File: src/core/xds_pkg.sv
`default_nettype none

package xds_pkg;

    // Register offsets on the 8-bit register port.
    localparam logic [7:0] XDS_PTR_LO_OFS = 8'h82;
    localparam logic [7:0] XDS_PTR_HI_OFS = 8'h83;
    localparam logic [7:0] XDS_ALT_LO_OFS = 8'h84;
    localparam logic [7:0] XDS_ALT_HI_OFS = 8'h85;
    localparam logic [7:0] XDS_PSEL_OFS = 8'h86;
    localparam logic [7:0] XDS_CKCTL_OFS = 8'h8E;
    localparam logic [7:0] XDS_MMAP_OFS = 8'h9C;
    localparam logic [7:0] XDS_STAT_OFS = 8'h9D;
    localparam logic [7:0] XDS_P2_OFS = 8'hA0;
    localparam logic [7:0] XDS_TA_OFS = 8'hC7;

    // Field positions.
    localparam int XDS_STRETCH_LSB = 0;
    localparam int XDS_STRETCH_W = 3;
    localparam int XDS_WAIT_EN_BIT = 7;
    localparam int XDS_PSEL_BIT = 0;
    localparam int XDS_STAT_BUSY_BIT = 0;
    localparam int XDS_STAT_WAIT_BIT = 1;

    // Reset values.
    localparam logic [2:0] XDS_STRETCH_RST = 3'h1;
    localparam logic [7:0] XDS_P2_RST = 8'hFF;

    // Timed-access unlock sequence and the window it opens.
    localparam logic [7:0] XDS_TA_KEY1 = 8'hAA;
    localparam logic [7:0] XDS_TA_KEY2 = 8'h55;
    localparam int XDS_CLOCK_MHZ = 25;
    localparam int XDS_TA_WINDOW_NS = 120;
    localparam int XDS_TA_WINDOW_CYC = (XDS_TA_WINDOW_NS * XDS_CLOCK_MHZ) / 1000;

    // Clocks per machine cycle; phase 0..3 are states one to four.
    localparam int XDS_STATES_PER_CYCLE = 4;
    localparam logic [1:0] XDS_PH_ONE = 2'h0;
    localparam logic [1:0] XDS_PH_TWO = 2'h1;
    localparam logic [1:0] XDS_PH_THREE = 2'h2;
    localparam logic [1:0] XDS_PH_FOUR = 2'h3;

    typedef enum logic [2:0] {
        XDS_IDLE = 3'h1,
        XDS_FETCH = 3'h2,
        XDS_ACCESS = 3'h4
    } xds_mode_t;

    // One external data move request from the instruction sequencer.
    typedef struct packed {
        logic write;
        logic indirect;
        logic [7:0] ri;
        logic [7:0] wdata;
    } xds_req_t;

    // External memory pins.
    typedef struct packed {
        logic [15:0] addr;
        logic rd_n;
        logic wr_n;
        logic [7:0] data_out;
        logic data_oe_n;
    } xds_pins_t;

    typedef struct packed {
        logic [7:0] addr;
        logic [7:0] wdata;
        logic wr;
        logic rd;
    } xds_regbus_t;

endpackage

`default_nettype wire

File: src/core/xds_core.sv
`timescale 1ns/100ps
`default_nettype none

//////////////////////////////////////////////////////////////////////////////
module xds_core (
    input wire logic clock,
    input wire logic reset_n,
    input wire xds_pkg::xds_regbus_t reg_bus,
    output logic [7:0] reg_rdata,
    input wire logic move_req,
    input wire xds_pkg::xds_req_t move_cmd,
    output logic move_busy,
    output logic move_done,
    output logic [7:0] move_rdata,
    output logic cpu_hold,
    output logic [1:0] cpu_state,
    output xds_pkg::xds_pins_t ext_pins,
    input wire logic [7:0] ext_data_in,
    input wire logic port4_bit0_in
);
    import xds_pkg::*;

    typedef struct packed {
        logic [1:0] phase;
        xds_mode_t mode;
        logic pend;
        xds_req_t cmd;
        logic [3:0] rem;
        logic first;
        logic late;
        logic hit;
        logic waited;
        logic strobe;
        logic [15:0] addr;
        logic [7:0] rdata;
        logic done;
        logic fin;
        logic [15:0] ptr;
        logic [15:0] alt;
        logic psel;
        logic [2:0] stretch;
        logic wait_en;
        logic [7:0] p2;
        logic ta_armed;
        logic [7:0] ta_cnt;
        logic [7:0] rd_q;
        logic [1:0] wait_sync;
        logic [7:0] din_s1;
        logic [7:0] din_s2;
    } xds_state_t;

    xds_state_t st_q;
    xds_state_t st_d;
    logic strobe_on;
    logic decide;
    logic wait_seen;
    logic [1:0] end_phase;
    logic ta_open;

    // Elaboration checks on the package constants that the fixed-width logic relies on.
    if (XDS_TA_WINDOW_CYC < 1 || XDS_TA_WINDOW_CYC > 255) begin : g_ta_window_check
        $error("Timed-access window does not fit its counter.");
    end
    if (XDS_STATES_PER_CYCLE != 4) begin : g_phase_check
        $error("The two-bit phase counter serves four states per machine cycle only.");
    end
    if (XDS_STRETCH_W != 3 || XDS_STRETCH_LSB + XDS_STRETCH_W > 8) begin : g_stretch_check
        $error("Stretch field must be three bits inside the clock control byte.");
    end
    if (XDS_WAIT_EN_BIT > 7 || XDS_PSEL_BIT > 7) begin : g_bit_check
        $error("Control bit positions must lie inside a byte.");
    end

    //////////////////////////////////////////////////////////////////////////////
    // Strobe and wait decisions, all taken from registered state.

    always_comb begin
        end_phase = st_q.late ? XDS_PH_FOUR : XDS_PH_THREE;
        strobe_on = 1'b0;
        if (st_q.mode == XDS_ACCESS) begin
            strobe_on = 1'b1;
            // Stretch zero opens the strobe in state two, otherwise state three.
            if (st_q.first && (st_q.phase < (st_q.late ? XDS_PH_TWO : XDS_PH_THREE))) begin
                strobe_on = 1'b0;
            end
            // The strobe closes only in the final machine cycle.
            if (st_q.rem == 4'h1 && !st_q.hit && st_q.phase >= end_phase) begin
                strobe_on = 1'b0;
            end
        end
        // The deciding cycle is the one whose state three precedes the strobe's rise.
        decide = (st_q.mode == XDS_ACCESS) && (st_q.rem == (st_q.late ? 4'h1 : 4'h2));
        wait_seen = st_q.wait_en && !st_q.wait_sync[1];
        ta_open = st_q.ta_cnt != 8'h0;
    end

    //////////////////////////////////////////////////////////////////////////////
    // Next-state logic.

    always_comb begin
        st_d = st_q;
        st_d.done = 1'b0;
        st_d.phase = st_q.phase + 2'h1;
        st_d.strobe = strobe_on;
        st_d.wait_sync = {st_q.wait_sync[0], port4_bit0_in};
        st_d.din_s1 = ext_data_in;
        st_d.din_s2 = st_q.din_s1;

        if (move_req && st_q.mode == XDS_IDLE && !st_q.pend) begin
            st_d.pend = 1'b1;
            st_d.cmd = move_cmd;
        end

        unique case (st_q.mode)
            XDS_IDLE: begin
                if (st_q.pend && st_q.phase == XDS_PH_FOUR) begin
                    st_d.mode = XDS_FETCH;
                end
            end
            XDS_FETCH: begin
                if (st_q.phase == XDS_PH_FOUR) begin
                    st_d.mode = XDS_ACCESS;
                    st_d.rem = {1'b0, st_q.stretch} + 4'h1;
                    st_d.late = st_q.stretch == 3'h0;
                    st_d.first = 1'b1;
                    st_d.waited = 1'b0;
                    if (st_q.cmd.indirect) begin
                        st_d.addr = {st_q.p2, st_q.cmd.ri};
                    end else begin
                        st_d.addr = st_q.psel ? st_q.alt : st_q.ptr;
                    end
                end
            end
            XDS_ACCESS: begin
                if (st_q.phase == XDS_PH_THREE) begin
                    // Waits only ever add to the stretch length.
                    st_d.hit = decide && wait_seen;
                    if (decide && wait_seen) begin
                        st_d.waited = 1'b1;
                    end
                end
                if (st_q.phase == XDS_PH_FOUR) begin
                    st_d.first = 1'b0;
                    st_d.hit = 1'b0;
                    if (st_q.hit) begin
                        // A wait hit holds the count: one more machine cycle, without limit.
                    end else if (st_q.rem == 4'h1) begin
                        st_d.mode = XDS_IDLE;
                        st_d.fin = 1'b1;
                    end else begin
                        st_d.rem = st_q.rem - 4'h1;
                    end
                end
            end
            default: begin
                st_d.mode = XDS_IDLE;
            end
        endcase

        // The data synchroniser lags the pins by two clocks, so the bus value of the last
        // strobe-low state three reaches its second stage one clock after the access ends.
        // The move stays busy for that clock, which also covers the two-clock strobe at
        // stretch zero that only opens in state two.
        if (st_q.fin) begin
            st_d.fin = 1'b0;
            st_d.pend = 1'b0;
            st_d.done = 1'b1;
            if (!st_q.cmd.write) begin
                st_d.rdata = st_q.din_s2;
            end
        end

        // Timed-access window counts down after the two-key unlock.
        if (ta_open) begin
            st_d.ta_cnt = st_q.ta_cnt - 8'h1;
        end

        st_d.rd_q = 8'h0;
        if (reg_bus.rd) begin
            unique case (reg_bus.addr)
                XDS_PTR_LO_OFS: st_d.rd_q = st_q.ptr[7:0];
                XDS_PTR_HI_OFS: st_d.rd_q = st_q.ptr[15:8];
                XDS_ALT_LO_OFS: st_d.rd_q = st_q.alt[7:0];
                XDS_ALT_HI_OFS: st_d.rd_q = st_q.alt[15:8];
                XDS_PSEL_OFS: st_d.rd_q[XDS_PSEL_BIT] = st_q.psel;
                XDS_CKCTL_OFS: st_d.rd_q[XDS_STRETCH_LSB +: XDS_STRETCH_W] = st_q.stretch;
                XDS_MMAP_OFS: st_d.rd_q[XDS_WAIT_EN_BIT] = st_q.wait_en;
                XDS_STAT_OFS: begin
                    st_d.rd_q[XDS_STAT_BUSY_BIT] = st_q.mode != XDS_IDLE;
                    st_d.rd_q[XDS_STAT_WAIT_BIT] = st_q.waited;
                end
                XDS_P2_OFS: st_d.rd_q = st_q.p2;
                default: st_d.rd_q = 8'h0;
            endcase
        end

        if (reg_bus.wr) begin
            unique case (reg_bus.addr)
                XDS_PTR_LO_OFS: st_d.ptr[7:0] = reg_bus.wdata;
                XDS_PTR_HI_OFS: st_d.ptr[15:8] = reg_bus.wdata;
                XDS_ALT_LO_OFS: st_d.alt[7:0] = reg_bus.wdata;
                XDS_ALT_HI_OFS: st_d.alt[15:8] = reg_bus.wdata;
                XDS_PSEL_OFS: st_d.psel = reg_bus.wdata[XDS_PSEL_BIT];
                XDS_CKCTL_OFS: st_d.stretch = reg_bus.wdata[XDS_STRETCH_LSB +: XDS_STRETCH_W];
                XDS_MMAP_OFS: begin
                    if (ta_open) begin
                        st_d.wait_en = reg_bus.wdata[XDS_WAIT_EN_BIT];
                    end
                end
                XDS_P2_OFS: st_d.p2 = reg_bus.wdata;
                XDS_TA_OFS: begin
                    st_d.ta_armed = reg_bus.wdata == XDS_TA_KEY1;
                    if (st_q.ta_armed && reg_bus.wdata == XDS_TA_KEY2) begin
                        st_d.ta_cnt = 8'(XDS_TA_WINDOW_CYC);
                    end
                end
                default: begin
                end
            endcase
            if (reg_bus.addr != XDS_TA_OFS) begin
                st_d.ta_armed = 1'b0;
            end
        end
    end

    //////////////////////////////////////////////////////////////////////////////
    // State register.

    always_ff @(posedge clock) begin
        if (!reset_n) begin
            st_q <= '0;
            st_q.mode <= XDS_IDLE;
            st_q.stretch <= XDS_STRETCH_RST;
            st_q.p2 <= XDS_P2_RST;
            st_q.wait_sync <= 2'h3;
            st_q.first <= 1'b0;
        end else begin
            st_q <= st_d;
        end
    end

    //////////////////////////////////////////////////////////////////////////////
    // Outputs.

    always_comb begin
        reg_rdata = st_q.rd_q;
        move_busy = st_q.pend || st_q.mode != XDS_IDLE;
        move_done = st_q.done;
        move_rdata = st_q.rdata;
        // The processor is frozen for the extra cycles of a move, but at stretch zero only in state four of each waited cycle.
        cpu_hold = (st_q.mode == XDS_ACCESS) && !(st_q.rem == 4'h1 && !st_q.hit);
        cpu_state = st_q.phase;
        ext_pins.addr = st_q.addr;
        ext_pins.rd_n = !(st_q.strobe && !st_q.cmd.write);
        ext_pins.wr_n = !(st_q.strobe && st_q.cmd.write);
        ext_pins.data_out = st_q.cmd.wdata;
        ext_pins.data_oe_n = !((st_q.mode == XDS_ACCESS) && st_q.cmd.write);
    end

endmodule

`default_nettype wire

File: config.mk
export PLATFORM = sky130hd
export DESIGN_NAME = xds_core
export DESIGN_NICKNAME = d
export VERILOG_FILES = /design/src/core/xds_pkg.sv /design/src/core/xds_core.sv
export SDC_FILE = /design/constraint.sdc
export NUM_CORES = 1
export LEC_CHECK = 0
export ABC_CLOCK_PERIOD_IN_PS = 2250
export BUFFER_PORTS_ARGS = -buffer_cell sky130_fd_sc_hd__buf_4
export CELL_PAD_IN_SITES_DETAIL_PLACEMENT = 0
export CELL_PAD_IN_SITES_GLOBAL_PLACEMENT = 1
export CORE_ASPECT_RATIO = 0.6
export CORE_UTILIZATION = 35
export CTS_BUF_LIST = sky130_fd_sc_hd__clkbuf_2 sky130_fd_sc_hd__clkbuf_4 sky130_fd_sc_hd__clkbuf_8
export CTS_CLUSTER_DIAMETER = 50
export DETAILED_ROUTE_END_ITERATION = 8
export MAX_ROUTING_LAYER = met4
export PLACE_DENSITY = 0.7
export RECOVER_POWER = 25
export SLEW_MARGIN = 5
export SYNTH_ARGS = -nofsm -noshare
export SYNTH_HDL_FRONTEND = slang
export SYNTH_SLANG_ARGS = --single-unit
File: constraint.sdc
create_clock -name clock -period 2.25 [get_ports clock]
set_clock_uncertainty 0.1 [all_clocks]
set_input_delay 0.225 -clock clock [delete_from_list [all_inputs] [get_ports clock]]
set_output_delay 0.225 -clock clock [all_outputs]
set_load 0.02 [all_outputs]
==> summary.md, run 1 <==
| Metric | Value |
|---|---|
| Synth Register Bits | roughly 140 |
| Clock Latency Late Sink | 440 ps |
| Part of the Yosys area used for sequential elements | 0.436 |
| GRT Overall Usage | 0.201 |
| DIE WIDTH | 176 µm |
| Status | finished, final reports clean |
| Filler cells | approximately 1700 |
| # DRC | 0 |
| Max_cap viols | 0 |
| Setup-failing EPs final | 0 |
| Clock power frac | 0.442 |
| Post-Layout Inst Area | ~8000 µm² |
| CP arrival | around 1800 ps |
| Initial antenna violation count | 0 |
| Vias in the first global route | 5126 |
| Synthesized net count | about 780 |
| Multi-input gate area | between 3000 and 4000 µm² |
| Dpl hpwl | about 13 mm |
| IO Port Bufs | 95 |
| Reg clk slew, reported paths | about 80 ps |
| Core ar. | around 17000 µm² |
| Chip Height | 107 µm |
| H-tree Lvls | 4 |
| Synth area leaders | dfxtp_1 44%, mux2i_1 9.6%, nand2_1 7.3%, buf_4 5.1%, nor2_1 3.7% |
| N_diodes | 0 |
| Yosys cell types | 64 |
| Total die area | roughly 19000 µm² |
| First-pass GRT wire length | approximately 28 mm |
| Main flop type after synthesis | dfxtp_1 |
| Placed Area | 7100 µm² |
| Seq pwr share | 0.481 |
| Syn Inst Count | approximately 730 |
| I/O pin cnt | 96 |
| Routed WL per cell | around 17 µm |
| Syn Std Cell Area | 6390 µm² |
| Mapped Avg Cell Area | about 8.8 µm² |
| Switching pwr | ~1.3 mW |
| CP Launch Type | register |
| Clk sinks | approximately 140 |
| Combinational group share of total power | 0.076 |
| CTS Buffer Depth | 2 |
| Least-Margin Pin Slew | 800 ps |
| Max-Slew Margin vs Limit | 0.467 |
| Synth warn | 0 |
| CTS tree | done |
| P_int | 3.92 mW |
| DRT Pass-1 Iters | 5 |
| Leakage power | 3.19 nW |
| Routed vias | between 5000 and 6000 |
| Largest net degree at the start of global routing | 29 |
| F_max | about 0.48 GHz |
| Endpoints failing hold | 0 |
| Num rows | 37 |
| Critical setup path kind | reg2out |
| EDFF count, synth | 0 |
| HP Class | in2reg |
| Worst setup EP type | primary output |
| Sequential Area | between 2000 and 3000 µm² |
| CTS Buf Count | 17 |
| Antenna Violating Nets Remaining | 0 |
| Post-CTS setup buffer count | 0 |
| Pwr/cell area | between 600 and 700 nW/µm² |
| RSZ-0062 raised after global routing | false |
| Synth async-reset ratio | 0 |
| Vias per inst | 5.17 |
| Final worst-path cycle share | 0.933 |
| Share of the synthesized area in the top cell type | 0.436 |
| Min cycle time layout | around 2100 ps |
| DR iter-0 viols | 530 |
| Fraction of layout cells with a size suffix above 1 | 0.170 |
| Initial Util | 0.365 |
| WP data required | roughly 1900 ps |
| Final wirelength | 18.0 mm |
| GPL Wtd Cong | around 0.9 |
| TNS Setup | 0 ps |
| Switching share of power | 0.254 |
| Fin. max-slew vios | 0 |
| Worst VDD drop | roughly 0.0003 V |
| Nets | 875 |
| Leading area contributor after synthesis | dfxtp_1 |
| Congestion Overflow GR | 0 |
| Root buffer cell | clkbuf_8 |
| Area delta synth->final | 22.5% |
| Worst-path fanout max | 11 |
==> cell usage after synthesis (3+ instances only) <==
master	count
buf_4	43
nand3_1	14
nor3b_1	5
nor2b_1	7
and3_1	4
buf_2	16
xnor2_1	3
a22oi_1	8
nand2_1	124
o21ai_0	24
nand4b_1	3
nand3b_1	3
a22o_1	7
xor2_1	4
mux2i_1	61
a31oi_1	6
nand4_1	4
nand3_2	3
dfxtp_1	139
nand2b_1	10
nor2_1	63
o21a_1	4
nor4_1	4
and2_1	20
a21oi_1	46
inv_1	9
clkbuf_1	24
nor3_1	6
o211ai_1	3
ha_1	10
==> logic make-up after synthesis <==
group | Yosys count | share of synthesized area
adder cells (fa/ha/maj) | 10 | 0.0196
multiplexers | 63 | 0.0991
AND/OR/NAND/NOR | 297 | 0.239
XOR/XNOR | 7 | 0.00960
buffers and inverters | 93 | 0.0831
AO/OA/AOI/OAI | 117 | 0.114
flip-flops | 139 | 0.436
==> per-stage QoR <==
step	total power, mW	setup WS [ps]	std cells	utilization	hold WS, ps
6_report	5.25	151	1063	0.447	42.8
3_3_place_gp	2.93	362	994	0.406	291
4_1_cts	5.32	118	1063	0.453	1.67
3_5_place_dp	2.94	268	994	0.406	296
2_1_floorplan	2.77	542	726	-	226
5_1_grt	5.46	34.5	1063	0.447	8.93
==> layout make-up <==
| class | instances | share of cell area |
|---|---|---|
| Tap cell | 234 | 0.0374 |
| Inverter | 10 | 0.00480 |
| Timing Repair Buffer | 155 | 0.152 |
| Multi-Input combinational cell | 494 | 0.393 |
| Sequential cell | 139 | 0.356 |
| Clock buffer | 17 | 0.0299 |
| Clock inverter | 14 | 0.0270 |
==> layer usage <==
layer  wire (µm)  track usage
met1        9320        0.310
met2        6880        0.254
met5           0            -
met4         129       0.0560
met3        1680       0.0422
==> sequential cells by signal, summed over array words and instances (netlist names) <==
signal      count
reg_rdata       8
move_rdata      8
ext_pins       24
st_d            9
move_done       1
st_q           87
cpu_state       2
==> power groups by stage <==
stage	Clock (mW)	Sequential, mW	Combinational (mW)
floorplan	0	2.58	0.193
global placement	0	2.58	0.346
detailed placement	0	2.59	0.352
CTS	2.39	2.53	0.402
global route	2.49	2.53	0.431
finish	2.32	2.53	0.400
==> final timing paths <==
check	from	endpoint	slack (ps)	cells past startpoint
worst max-delay path	st_q[136]$_SDFFE_PN0P_	cpu_hold	150	3
worst min-delay path	reg_bus[4]	st_q[37]$_SDFFE_PN1P_	40	3
worst max register to register	st_q[134]$_SDFFE_PN1P_	ext_pins[7]$_SDFFE_PN0P_	290	4
worst min register to register	st_d[17]$_SDFF_PN1_	st_q[17]$_SDFF_PN1_	300	1
==> cell usage in the layout (no fill, tap or decap), types with 5 or more instances in the layout <==
cell type / synthesis / final
dfxtp_1: 139 / 138
nand2_1: 124 / 124
buf_4: 43 / 86
nor2_1: 63 / 63
mux2i_1: 61 / 61
a21oi_1: 46 / 46
dlygate4sd3_1: 0 / 38
clkbuf_1: 24 / 28
o21ai_0: 24 / 24
clkbuf_8: 0 / 17
and2_1: 20 / 16
nand3_1: 14 / 14
nand2b_1: 10 / 10
ha_1: 10 / 10
inv_1: 9 / 9
a22oi_1: 8 / 8
nor2b_1: 7 / 7
a22o_1: 7 / 7
and2_0: 2 / 6
nor3_1: 6 / 6
a31oi_1: 6 / 6
nor3b_1: 5 / 5
==> critical path: stages, from the launching register on <==
cell     delay, ps
dfxtp_2        450
or3b_1         550
nor2_1         180
buf_4          160
==> repair_timing <==
action	4_1_cts	5_1_grt
resized for setup	1	0
hold endpoints to repair	54	0
endpoints found under the setup margin	1	0
hold buffers	38	0
Note: power is estimated with default switching activity, not from simulation.
==> run 2: changes to the inputs <==
--- a/constraint.sdc
+++ b/constraint.sdc
@@ -3,3 +3,3 @@
 set_input_delay 0.225 -clock clock [delete_from_list [all_inputs] [get_ports clock]]
 set_output_delay 0.225 -clock clock [all_outputs]
-set_load 0.02 [all_outputs]
+set_load 0.01 [all_outputs]
==> run 2 against run 1 <==
Effect of this change: cell count decreased by 0.47%; register-to-register slack got worse by 20 ps; worst setup slack better by 5.7 ps; clock power down 6%; highest routed layer unchanged.
==> summary.md, run 2 (synthesized netlist as in run 1, its figures left out) <==
| Metric | Value |
|---|---|
| Status | finished, final reports clean (unchanged) |
| Gr busiest metal | met1 (unchanged) |
| First-pass GRT wire length | 27.4 mm (was 28.0 mm) |
| Critical setup path kind | reg2out (unchanged) |
| GRT Overall Usage | 0.197 (was 0.201) |
| HP Class | in2reg (unchanged) |
| Largest net degree at the start of global routing | 46 (was 29) |
| Vias in the first global route | 5036 (was 5126) |
| Reg with most FFs | st_q (unchanged) |
| Pwr/cell area | 656 nW/µm² (was 671 nW/µm²) |
| Worst setup EP type | primary output (unchanged) |
| DRT Pass-1 Iters | 6 (was 5) |
| CP arrival | 1770 ps (about the same) |
| N_diodes | 0 (unchanged) |
| Leakage power | 3.20 nW (was 3.19 nW) |
| Max-Slew Margin vs Limit | 0.576 (was 0.467) |
| TNS Setup | 0 ps (unchanged) |
| Filler cells | 1790 (was 1733) |
| Least-Margin Pin Slew | 637 ps (was 800 ps) |
| I/O pin cnt | 96 (unchanged) |
| Congestion Overflow GR | 0 (unchanged) |
| Fraction of layout cells with a size suffix above 1 | 0.181 (was 0.170) |
| Antenna Violating Nets Remaining | 0 (unchanged) |
| Seq pwr share | 0.496 (was 0.481) |
| # DRC | 0 (unchanged) |
| Vias per inst | 5.12 (was 5.17) |
| Root buffer cell | clkbuf_8 (unchanged) |
| Setup-failing EPs final | 0 (unchanged) |
| Routed vias | 5421 (was 5493) |
| Switching share of power | 0.255 (was 0.254) |
| Nets | 870 (was 875) |
| Slowest CP cell | dfxtp_1 (was or3b_1) |
| Area delta synth->final | 21.9% (was 22.5%) |
| Initial antenna violation count | 0 (unchanged) |
| CP Cell Sequence | ha_1 > nor4b_1 > buf_4 > nor2_1 > buf_4 (was or3b_1 > nor2_1 > buf_4) |
| CP Launch Type | register (unchanged) |
| Worst Path Buf+Inv | 2 (was 1) |
| Clock Latency Late Sink | 440 ps (about the same) |
| Commonest cells after routing, fill and taps aside | 138 x dfxtp_1, 124 x nand2_1, 87 x buf_4, 63 x nor2_1, 61 x mux2i_1 (was 138 x dfxtp_1, 124 x nand2_1, 86 x buf_4, 63 x nor2_1, 61 x mux2i_1) |
| H-tree Lvls | 4 (unchanged) |
| CTS Buf Count | 17 (unchanged) |
| Chip Height | 107 µm (unchanged) |
| Initial Util | 0.365 (unchanged) |
| P_int | 3.80 mW (was 3.92 mW) |
| Placed cell count | 993 (was 994) |
| Highest cell delay on the worst timing path | 470 ps (was 550 ps) |
| Max_cap viols | 0 (unchanged) |
| Met3 GRT Util | 0.0504 (was 0.0422) |
| Num rows | 37 (unchanged) |
| Post-Layout Inst Area | 7780 µm² (was 7830 µm²) |
| CP top delay family | flip-flops (was simple AND/OR/NAND/NOR gates) |
| Max reg flops | 87 (unchanged) |
| Final worst-path cycle share | 0.930 (was 0.933) |
| Worst VDD drop | 0.000266 V (was 0.000301 V) |
| Worst-path fanout max | 8 (was 11) |
| Post-route insts no fill | 1058 (was 1063) |
| CP most frequent cell | buf_4 |
| Combinational group share of total power | 0.075 (was 0.076) |
| Dpl hpwl | 12.6 mm (was 12.9 mm) |
| Total die area | 18800 µm² (unchanged) |
| Routed WL per cell | 16.7 µm (was 16.9 µm) |
| Min cycle time layout | 2090 ps (was 2100 ps) |
| Core ar. | 17500 µm² (unchanged) |
| Fin. max-slew vios | 0 (unchanged) |
| DR iter-0 viols | 425 (was 530) |
| CTS tree | done (unchanged) |
| Sequential Area | 2780 µm² (unchanged) |
| WP data required | 1920 ps (about the same) |
| IO Port Bufs | 95 (unchanged) |
| CTS Buffer Depth | 2 (unchanged) |
| Multi-input gate area | 3070 µm² (unchanged) |
| Final wirelength | 17.6 mm (was 18.0 mm) |
| Overall power | 5.10 mW (was 5.25 mW) |
| RSZ-0062 raised after global routing | false (unchanged) |
| Met2 Use GR | 0.240 (was 0.254) |
| Clock power frac | 0.429 (was 0.442) |
| Most common cell after layout, fill and taps aside | dfxtp_1 (unchanged) |
| DIE WIDTH | 176 µm (unchanged) |
| Hold_ws | 33.9 ps (was 42.8 ps) |
| Clk sinks | 139 (unchanged) |
| Switching pwr | 1.30 mW (was 1.33 mW) |
| F_max | 0.478 GHz (was 0.476 GHz) |
| Met1 Use GR | 0.303 (was 0.310) |
| GPL Wtd Cong | 0.877 (was 0.884) |
| Reg clk slew, reported paths | 80 ps (about the same) |
| Placed Area | 7100 µm² (about the same) |
| Endpoints failing hold | 0 (unchanged) |
run 2: routing by layer:
layer  part of all wire  routed length, µm  up-vias
met1               0.53               9390     2549
met2               0.37               6510      226
li1                   -                  -     2626
met5                  0                  0        -
met3              0.087               1540       20
met4              0.010                180        0
run 2: stage by stage:
step / setup WS (ps) / utilization
6_report: 157 / 0.445
3_3_place_gp: 362 / 0.405
4_1_cts: 122 / 0.449
2_1_floorplan: 542 / -
5_1_grt: 47.4 / 0.445
3_5_place_dp: 269 / 0.405
run 2: final timing paths:
| check | startpoint | cells after the start | slack (ps) | to |
|---|---|---|---|---|
| setup / recovery | st_q[111]$_SDFFE_PN0P_ | 5 | 160 | cpu_hold |
| hold / removal | reg_bus[4] | 3 | 30 | st_q[37]$_SDFFE_PN1P_ |
| setup reg to reg | st_q[134]$_SDFFE_PN1P_ | 4 | 270 | ext_pins[7]$_SDFFE_PN0P_ |
| hold reg to reg | st_d[17]$_SDFF_PN1_ | 1 | 330 | st_q[17]$_SDFF_PN1_ |
run 2: final cells by class:
class                   instances  area share
inverters                      10     0.00482
flip-flops and latches        139       0.358
repair buffers                150       0.151
well taps                     234      0.0376
multi-input cells             494       0.395
clock buffers                  17      0.0301
clock inverters                14      0.0238
run 2: power groups by stage:
stage	sequential [mW]	combinational, mW	clock, mW
5_1_grt	2.53	0.419	2.36
6_report	2.53	0.385	2.19
2_1_floorplan	2.58	0.182	0
4_1_cts	2.53	0.387	2.25
3_3_place_gp	2.59	0.333	0
3_5_place_dp	2.59	0.339	0
run 2: what timing repair did:
action,CTS,global route
gates resized for setup,1,0
hold endpoints to repair,55,0
endpoints found under the setup margin,1,0
hold buffers,34,0
setup buffers,0,0
run 2: worst min-delay path: stages:
cell and delay (ps):
buf_4 180, nand2_1 60, nand3_1 80
